### src/core/asro_cfg.svh
/*
 * Constants for the converter serial result output block.
 * Assumes a 125 MHz system clock; included by the package and by asro_clksrc, asro_top and asro_asserts.
 */
// Operation
// - Every conversion leaves as one 32-bit word
// - Three status, 24 result, five sub-LSB bits
// - Bit 31 done flag high converting, low finished
// - Done flag shown whenever select low, idle states
// - Bit 30 dummy always driven low
// - Bit 29 sign high for zero or positive
// - Bits 29,28 both high over, both low under
// - Bits 28 to 5 hold result, MSB first
// - Bits 4 to 0 carry sub-LSB information
// - Select high: output floats, serial clock ignored
// - Done flag falls at once on completion
// - Bit 31 read first rise, bit 30 first fall
// - Bit 0 out on 31st fall, read 32nd rise
// - 32nd fall drives output high, new conversion
// - Out of range clamps to full scale plus one LSB
// - Zero, minus one, over, under codes as tabled
// - Notch select low 60Hz, high 50Hz
// - Notch change only spoils conversion in progress
// - External clock 2560Hz or faster detected automatically
// - No external clock: internal oscillator used again
// - Source change keeps serial data valid
// - Output ends after 32 bits or select rise
// - Select rise during output aborts, restarts conversion
// - Clock mode sampled at reset and select fall
// - Internal serial clock is conversion clock over eight
`ifndef ASRO_CFG_SVH
`define ASRO_CFG_SVH

// =====================================================================
// Word layout
`define ASRO_WORD_BITS 32
`define ASRO_RES_BITS 24
`define ASRO_SUB_BITS 5
`define ASRO_BIT_DONE 31
`define ASRO_BIT_DUMMY 30
`define ASRO_BIT_SIGN 29
`define ASRO_CNT_LAST 6'h20

// =====================================================================
// Clamp codes, 30-bit sign-extended raw value
`define ASRO_RAW_BITS 30
`define ASRO_FS_POS 30'h00FFFFFF
`define ASRO_FS_NEG 30'h3F000000

// =====================================================================
// Timing
`define ASRO_CLK_HZ 125000000
`define ASRO_OSC_DIV_60HZ 16'h0F00
`define ASRO_OSC_DIV_50HZ 16'h1200
`define ASRO_EXT_MIN_HZ 2560
`define ASRO_EXT_TIMEOUT ((`ASRO_CLK_HZ) / (`ASRO_EXT_MIN_HZ))
`define ASRO_SCK_DIV 8
`define ASRO_CONV_TICKS 16'h5020

`endif

### src/core/asro_pkg.sv
/*
 * Types for the converter serial result output block.
 * Assumes asro_cfg.svh for all sizes and codes.
 */
`include "asro_cfg.svh"

package asro_pkg;
    // Converter states
    typedef enum logic [1:0] {
        ASRO_CONVERT,
        ASRO_SLEEP,
        ASRO_OUTPUT
    } asro_state_e;

    // Result from the modulator: raw signed value and sub-LSB bits
    typedef struct packed {
        logic [`ASRO_RAW_BITS-1:0] raw;
        logic [`ASRO_SUB_BITS-1:0] sub;
    } asro_result_s;

    // Serial pin group, two signals per two-way pin
    typedef struct packed {
        logic sdo;
        logic sdo_oe;
        logic sck_out;
        logic sck_oe;
    } asro_pins_s;
endpackage

### src/core/asro_clksrc.sv
/*
 * Conversion clock source: internal oscillator tick or detected external clock.
 * Assumes notch_in already synchronised to clk.
 */
`timescale 1ns/10ps
`include "asro_cfg.svh"

module asro_clksrc (
    input wire logic clk,
    input wire logic rst,
    input wire logic notch_in,
    output logic conv_tick,
    output logic ext_active
);
    localparam int TIMEOUT = `ASRO_EXT_TIMEOUT;
    logic [15:0] div_q;
    logic [15:0] limit;
    logic [16:0] quiet_q;
    logic notch_d1_q;
    logic ext_edge;

    assign ext_edge = notch_in & ~notch_d1_q;
    // Notch level picks divider: low 60Hz, high 50Hz
    assign limit = notch_in ? `ASRO_OSC_DIV_50HZ : `ASRO_OSC_DIV_60HZ;

    // =================================================================
    // External clock detector: rising edges within timeout
    always_ff @(posedge clk or posedge rst) begin
        if (rst) begin
            notch_d1_q <= 1'b0;
            quiet_q <= 17'h1FFFF;
            ext_active <= 1'b0;
        end else begin
            notch_d1_q <= notch_in;
            if (ext_edge) begin
                ext_active <= (quiet_q < 17'(TIMEOUT));
                quiet_q <= 17'h00000;
            end else if (quiet_q < 17'(TIMEOUT)) begin
                quiet_q <= quiet_q + 17'h00001;
            end else begin
                ext_active <= 1'b0;
            end
        end
    end

    // =================================================================
    // Tick generation; a level change only retunes the divider
    always_ff @(posedge clk or posedge rst) begin
        if (rst) begin
            div_q <= 16'h0000;
            conv_tick <= 1'b0;
        end else if (ext_active) begin
            div_q <= 16'h0000;
            conv_tick <= ext_edge;
        end else if (div_q >= limit) begin
            div_q <= 16'h0000;
            conv_tick <= 1'b1;
        end else begin
            div_q <= div_q + 16'h0001;
            conv_tick <= 1'b0;
        end
    end
endmodule

### src/core/asro_sync.sv
/*
 * Two-flop synchroniser for pin inputs.
 * Assumes a single system clock and asynchronous high reset.
 */
`timescale 1ns/10ps

module asro_sync (
    input wire logic clk,
    input wire logic rst,
    input wire logic d,
    output logic q
);
    logic meta_q;

    // =================================================================
    // Synchroniser chain
    always_ff @(posedge clk or posedge rst) begin
        if (rst) begin
            meta_q <= 1'b0;
            q <= 1'b0;
        end else begin
            meta_q <= d;
            q <= meta_q;
        end
    end
endmodule

### src/core/asro_top.sv
/*
 * Serial result output of a delta-sigma converter: conversion timing,
 * word formatting with clamping, done flag and 32-bit shifting.
 * Assumes cs_n, sck and the notch pin arrive asynchronously; the result
 * input comes from modulator logic on clk and is taken at conversion end.
 */
`timescale 1ns/10ps
`include "asro_cfg.svh"

module asro_top (
    input wire logic clk,
    input wire logic rst,
    input wire logic cs_n,
    input wire logic sck_in,
    input wire logic notch_select_clock_input,
    input wire asro_pkg::asro_result_s result_in,
    output asro_pkg::asro_pins_s pins,
    output logic conv_busy,
    output logic ext_clock_active,
    output logic sck_internal_mode
);
    asro_pkg::asro_state_e state_q;
    logic cs_n_s;
    logic cs_sel_s;
    logic sck_s;
    logic notch_s;
    logic cs_n_d1_q;
    logic sck_d1_q;
    logic conv_tick;
    logic [15:0] conv_cnt_q;
    logic [`ASRO_WORD_BITS-1:0] word_q;
    logic [5:0] bit_cnt_q;
    logic sdo_q;
    logic int_mode_q;
    logic [1:0] div8_q;
    logic sck_int_q;
    logic sck_rise;
    logic sck_fall;
    logic cs_fall;
    logic cs_rise;
    logic done_n;

    // Clamp raw value and pack it into the word fields
    function automatic logic [`ASRO_WORD_BITS-1:0] fmt_word(input asro_pkg::asro_result_s r);
        logic [`ASRO_RAW_BITS-1:0] v;
        logic [`ASRO_SUB_BITS-1:0] s;
        v = r.raw;
        s = r.sub;
        if ($signed(v) > $signed(`ASRO_FS_POS)) begin
            v = `ASRO_FS_POS + 30'h00000001;
            s = '0;
        end else if ($signed(v) < $signed(`ASRO_FS_NEG)) begin
            v = `ASRO_FS_NEG - 30'h00000001;
            s = '1;
        end
        // Done low, dummy low, sign = not negative, 24 bits, sub
        // Raw bit 0 lies below the result resolution and is dropped
        fmt_word = {1'b0, 1'b0, ~v[`ASRO_RAW_BITS-1], v[`ASRO_RES_BITS:1],
                    s};
    endfunction

    // =================================================================
    // Pin synchronisers
    // Select synchronised inverted so reset reads as deselected
    asro_sync u_cs (.clk(clk), .rst(rst), .d(~cs_n), .q(cs_sel_s));
    assign cs_n_s = ~cs_sel_s;
    asro_sync u_sck (.clk(clk), .rst(rst), .d(sck_in), .q(sck_s));
    asro_sync u_notch (.clk(clk), .rst(rst), .d(notch_select_clock_input), .q(notch_s));

    asro_clksrc u_clk (
        .clk(clk),
        .rst(rst),
        .notch_in(notch_s),
        .conv_tick(conv_tick),
        .ext_active(ext_clock_active)
    );

    // =================================================================
    // Edge detection on synchronised pins
    always_ff @(posedge clk or posedge rst) begin
        if (rst) begin
            cs_n_d1_q <= 1'b1;
            sck_d1_q <= 1'b1;
        end else begin
            cs_n_d1_q <= cs_n_s;
            sck_d1_q <= int_mode_q ? sck_int_q : sck_s;
        end
    end

    assign cs_fall = cs_n_d1_q & ~cs_n_s;
    assign cs_rise = ~cs_n_d1_q & cs_n_s;
    // Clock edges only count while selected
    assign sck_rise = ~cs_n_s & ~sck_d1_q & (int_mode_q ? sck_int_q : sck_s);
    assign sck_fall = ~cs_n_s & sck_d1_q & ~(int_mode_q ? sck_int_q : sck_s);

    // =================================================================
    // Serial clock mode: sampled after reset release and at select fall
    // Waits until the synchroniser holds the real pin level
    logic [1:0] mode_wait_q;
    always_ff @(posedge clk or posedge rst) begin
        if (rst) begin
            int_mode_q <= 1'b1;
            mode_wait_q <= 2'h3;
        end else begin
            if (mode_wait_q != 2'h0) begin
                mode_wait_q <= mode_wait_q - 2'h1;
            end
            if (mode_wait_q == 2'h1 || cs_fall) begin
                int_mode_q <= sck_s;
            end
        end
    end

    // =================================================================
    // Internal serial clock: conversion tick divided by eight
    always_ff @(posedge clk or posedge rst) begin
        if (rst) begin
            div8_q <= 2'h0;
            sck_int_q <= 1'b1;
        end else if (state_q != asro_pkg::ASRO_OUTPUT && !(state_q == asro_pkg::ASRO_SLEEP
                     && !cs_n_s && int_mode_q)) begin
            div8_q <= 2'h0;
            sck_int_q <= 1'b1;
        end else if (conv_tick) begin
            div8_q <= div8_q + 2'h1;
            if (div8_q == 2'h3) begin
                sck_int_q <= ~sck_int_q;
            end
        end
    end

    // =================================================================
    // Converter state machine
    always_ff @(posedge clk or posedge rst) begin
        if (rst) begin
            state_q <= asro_pkg::ASRO_CONVERT;
            conv_cnt_q <= 16'h0000;
            word_q <= '0;
            bit_cnt_q <= 6'h00;
        end else begin
            case (state_q)
                asro_pkg::ASRO_CONVERT: begin
                    if (conv_tick) begin
                        if (conv_cnt_q >= `ASRO_CONV_TICKS) begin
                            conv_cnt_q <= 16'h0000;
                            word_q <= fmt_word(result_in);
                            state_q <= asro_pkg::ASRO_SLEEP;
                        end else begin
                            conv_cnt_q <= conv_cnt_q + 16'h0001;
                        end
                    end
                end
                asro_pkg::ASRO_SLEEP: begin
                    // First rising clock while selected starts output
                    if (sck_rise) begin
                        state_q <= asro_pkg::ASRO_OUTPUT;
                        bit_cnt_q <= 6'h01;
                    end
                end
                asro_pkg::ASRO_OUTPUT: begin
                    if (cs_rise) begin
                        state_q <= asro_pkg::ASRO_CONVERT;
                        bit_cnt_q <= 6'h00;
                    end else if (sck_fall) begin
                        word_q <= {word_q[`ASRO_WORD_BITS-2:0], 1'b1};
                        if (bit_cnt_q == `ASRO_CNT_LAST) begin
                            state_q <= asro_pkg::ASRO_CONVERT;
                            bit_cnt_q <= 6'h00;
                        end
                    end else if (sck_rise) begin
                        bit_cnt_q <= bit_cnt_q + 6'h01;
                    end
                end
                default: begin
                    state_q <= asro_pkg::ASRO_CONVERT;
                end
            endcase
        end
    end

    // Done flag: high converting, low at once when finished
    assign done_n = (state_q == asro_pkg::ASRO_CONVERT);

    // =================================================================
    // Serial data register: done flag in idle states, word bit in output
    always_ff @(posedge clk or posedge rst) begin
        if (rst) begin
            sdo_q <= 1'b1;
        end else if (state_q == asro_pkg::ASRO_OUTPUT) begin
            sdo_q <= word_q[`ASRO_BIT_DONE];
        end else begin
            sdo_q <= done_n;
        end
    end

    // =================================================================
    // Pin drivers: output floats while deselected
    always_comb begin
        pins.sdo = sdo_q;
        pins.sdo_oe = ~cs_n_s;
        pins.sck_out = sck_int_q;
        pins.sck_oe = int_mode_q & ~cs_n_s;
    end

    assign conv_busy = done_n;
    assign sck_internal_mode = int_mode_q;
endmodule

### config.mk
export PLATFORM = sky130hd
export DESIGN_NAME = asro_top
export DESIGN_NICKNAME = d
export VERILOG_FILES = /design/src/core/asro_pkg.sv /design/src/core/asro_clksrc.sv /design/src/core/asro_sync.sv /design/src/core/asro_top.sv
export VERILOG_INCLUDE_DIRS = /design/src /design/src/core
export SDC_FILE = /design/constraint.sdc
export NUM_CORES = 1
export LEC_CHECK = 0
export BUFFER_PORTS_ARGS = -buffer_cell sky130_fd_sc_hd__buf_2
export CAP_MARGIN = 15
export CELL_PAD_IN_SITES_DETAIL_PLACEMENT = 2
export CELL_PAD_IN_SITES_GLOBAL_PLACEMENT = 2
export CORE_MARGIN = 2
export CORE_UTILIZATION = 40
export DETAILED_ROUTE_END_ITERATION = 6
export GPL_TIMING_DRIVEN = 0
export HOLD_SLACK_MARGIN = 0.12
export PLACE_DENSITY = 0.85
export SETUP_SLACK_MARGIN = 0.15
export SLEW_MARGIN = 20
export SYNTH_ARGS = -nofsm -noshare
export SYNTH_HDL_FRONTEND = slang
export SYNTH_SLANG_ARGS = --single-unit
### constraint.sdc
create_clock -name clk -period 7.64 [get_ports clk]
set_input_delay 0.764 -clock clk [delete_from_list [all_inputs] [get_ports clk]]
set_output_delay 0.764 -clock clk [all_outputs]
set_load 0.02 [all_outputs]
==> flow_summary.json <==
{
  "root_buffer": "clkbuf_16",
  "register_area_um2": 2710,
  "synth_area_per_cell_um2": 9.07,
  "drt-wirelength-per-cell_um": 18.6,
  "sw_frac_of_total": 0.270,
  "fin_tns_setup_ns": 0,
  "design_area_um2": 6260,
  "crit_type": "in -> reg",
  "pwr-share-clk": 0.385,
  "synth-main-ff-cell": "dfrtp_1",
  "synth_edf_count": 0,
  "cp-start-kind": "primary input",
  "totalWireLength_um": 15700,
  "die_area_um2": 14700,
  "start_util": 0.411,
  "hp-class": "reg -> reg",
  "status": "finished, final reports clean",
  "drive_gt1_frac": 0.159,
  "rrSetupSlack_ns": 5.12,
  "whs_path_depth": 0,
  "rr_endpoint": "bit_cnt_q[0]",
  "syn_area_um2": 5490,
  "multi_input_area_um2": 2530,
  "die_x_um": 121,
  "gp_congestion": 0.798,
  "antenna_found_initial": 0,
  "drtPass1Iterations": 4,
  "holdPathEnd": "u_cs.q",
  "p_seq_frac": 0.520,
  "p_comb_frac": 0.096,
  "first_iter_violations": 199,
  "hold_violations": 0,
  "cpMaxStageDelayCell": "clkbuf_1",
  "maxCapViolCount": 0,
  "numCtsBuffers": 9,
  "vias": 4583,
  "antenna_left": 0,
  "grt_use_total": 0.227,
  "viasPerCell": 5.43,
  "worstPathRequired_ns": 7.91,
  "num_rows": 42,
  "cp_data_arrival_time_ns": 2.81,
  "placed_cell_area_um2": 5970,
  "dp_hpwl_um": 11000,
  "crit_path_max_incr_delay_ns": 0.41,
  "ys_async_sr_fraction": 1.00,
  "netlist_instances": 605,
  "coreArea_um2": 13300,
  "skew_ns": 0.0110,
  "cp_cell_sequence": "buf_2 -> and4_1 -> nand3_1 -> ha_1 -> clkbuf_1 -> clkbuf_1 -> nor2_1 -> nor3_1 -> a21oi_1 -> o21ai_0",
  "fill_cells": 1465,
  "worstMarginPinSlew_ns": 0.805,
  "grt_max_degree": 56,
  "crit_path_frequent_cell": "clkbuf_1",
  "clkTransAtPathRegs_ns": 0.08,
  "final-setup-viol-count": 0,
  "yosysTopAreaCell": "dfrtp_1",
  "pin_count": 47,
  "yosysTopAreaCellShare": 0.378,
  "post_cts_buffers": 0,
  "drcViolationCount": 0,
  "diodes": 0,
  "synth_cell_type_count": 54,
  "synth_warnings": 0,
  "worstSetupEndpointType": "flop",
  "power.leakage_uw": 0.00267,
  "layout.nets": 722,
  "seq_area_frac_synth": 0.493,
  "clk_latency_ns": 0.36,
  "cts_resized": 0,
  "synthTopCellsByCount": "88 x nor2_1, 83 x dfrtp_1, 62 x nand2_1",
  "power.density_nw_per_um2": 191,
  "area_growth_pct": 14.0,
  "crit_start": "result_in[29]",
  "htreeDepth": 3,
  "cts_buffer_depth": 2,
  "ys_top_cells_by_area": "dfrtp_1 38%, dfstp_2 11%, nor2_1 6.0%, xnor2_1 4.5%, ha_1 4.3%",
  "power_switching_uw": 323,
  "maxSlewViolCount": 0,
  "clock-sinks": 107,
  "rsz0062_at_grt": "no",
  "slew_headroom": 0.462,
  "yosysMostFrequentCell": "nor2_1",
  "internal_power_uw": 873,
  "min_from": "u_cs.meta_q",
  "numPortBuffers": 45,
  "fin_crit_ns": 2.54,
  "reg2regPathDepth": 7,
  "cts_hold_buffers": 0,
  "grt_overflow": 0,
  "grt_pass1_vias": 5143,
  "tritoncts": "built",
  "fin_crit_sh": 0.332,
  "crit_fanout": 10,
  "fmax_mhz": 394,
  "peakVddDrop_mv": 0.129,
  "grt_pass1_wl_um": 26400,
  "worstReg2RegStart": "state_q[0]",
  "fp.dieH_um": 121,
  "synth-seq-cells": 107
}
worst max path at each step:
stage | endpoint | slack (ns)
finish | word_q[15] | 5.10
global route | word_q[27] | 4.87
CTS | word_q[27] | 5.08
detailed placement | word_q[19] | 4.74
global placement | bit_cnt_q[4] | 2.75
floorplan | bit_cnt_q[0] | 4.10
per-layer routing:
metal,global-route usage,wire length [um],part of all wire
met5,0,0,0
met4,0.0747,348,0.022
met3,0.0385,313,0.020
met2,0.409,8230,0.53
met1,0.274,6770,0.43
sequential cells by signal (all words and copies together), names as in the netlist:
register           count
u_clk.notch_d1_q       1
u_clk.conv_tick        1
u_notch.meta_q         1
cs_n_d1_q              1
u_clk.ext_active       1
state_q                2
sck_int_q              1
u_notch.q              1
div8_q                 2
u_cs.meta_q            1
u_sck.q                1
u_clk.quiet_q         17
sdo_q                  1
u_clk.div_q           16
u_sck.meta_q           1
word_q                32
sck_d1_q               1
u_cs.q                 1
conv_cnt_q            16
mode_wait_q            2
sck_internal_mode      1
bit_cnt_q              6
placed cells by master, fill, tap and decap left out, drive strengths merged, types with 2 or more instances in the layout:
cell type / count
o31ai: 2
o21ai: 44
and2: 2
mux2: 4
mux2i: 4
a21o: 3
nor4: 11
inv: 31
or2: 2
a31oi: 5
conb: 2
clkinvlp: 3
nand2: 62
and3: 7
xnor2: 28
dfstp: 24
buf: 57
nand4: 8
nor2: 88
and4: 3
xor2: 11
nand2b: 4
o21a: 2
ha: 19
o211ai: 3
nor3: 42
dfrtp: 83
nand3: 20
a21oi: 39
or4b: 4
clkbuf: 32
o22ai: 3
nor4b: 2
kinds of logic (layout without fill, tap and decap cells):
| kind of cell | count (synthesis) | after routing | share of synthesized area |
|---|---|---|---|
| xor+xnor | 39 | 39 | 0.0622 |
| mux | 8 | 8 | 0.0162 |
| flops | 107 | 107 | 0.493 |
| compound gates | 111 | 111 | 0.115 |
| fa+ha+maj | 19 | 19 | 0.0433 |
| buf+inv | 62 | 124 | 0.0472 |
| other cells | 1 | 2 | 0.000683 |
| simple gates | 258 | 258 | 0.222 |
power by group through the flow:
stage	combinational (uW)	clock, uW	sequential [uW]
after global routing	132	489	626
final	115	460	622
after CTS	117	474	622
after detailed placement	114	0	632
after global placement	103	0	629
after floorplan	75.2	0	625
worst max-delay path, delay by kind of cell:
family                     cells  cell delay, ns
and+or+nand+nor                4            0.59
adders and majority gates      1            0.30
AOI/OAI and AO/OA              2            0.24
buffers and inverters          3            0.91
layout make-up:
| type | instances | area share |
|---|---|---|
| flip-flops and latches | 107 | 0.433 |
| multi-input cells | 437 | 0.404 |
| repair buffers | 46 | 0.0404 |
| clock buffers | 10 | 0.0382 |
| well taps | 176 | 0.0352 |
| plain buffers | 33 | 0.0236 |
| inverters | 29 | 0.0186 |
| clock inverters | 6 | 0.00780 |
per-stage QoR:
step	setup WS, ns	hold WS (ns)	std cells	util	total power (uW)
3_5_place_dp	4.74	0.347	828	0.447	746
5_1_grt	4.87	0.368	844	0.469	1250
6_report	5.10	0.365	844	0.469	1200
4_1_cts	5.08	0.366	844	0.469	1210
3_3_place_gp	2.75	0.357	827	0.445	732
2_1_floorplan	4.10	0.331	606	-	700
Power figures use the tool's default switching activity.
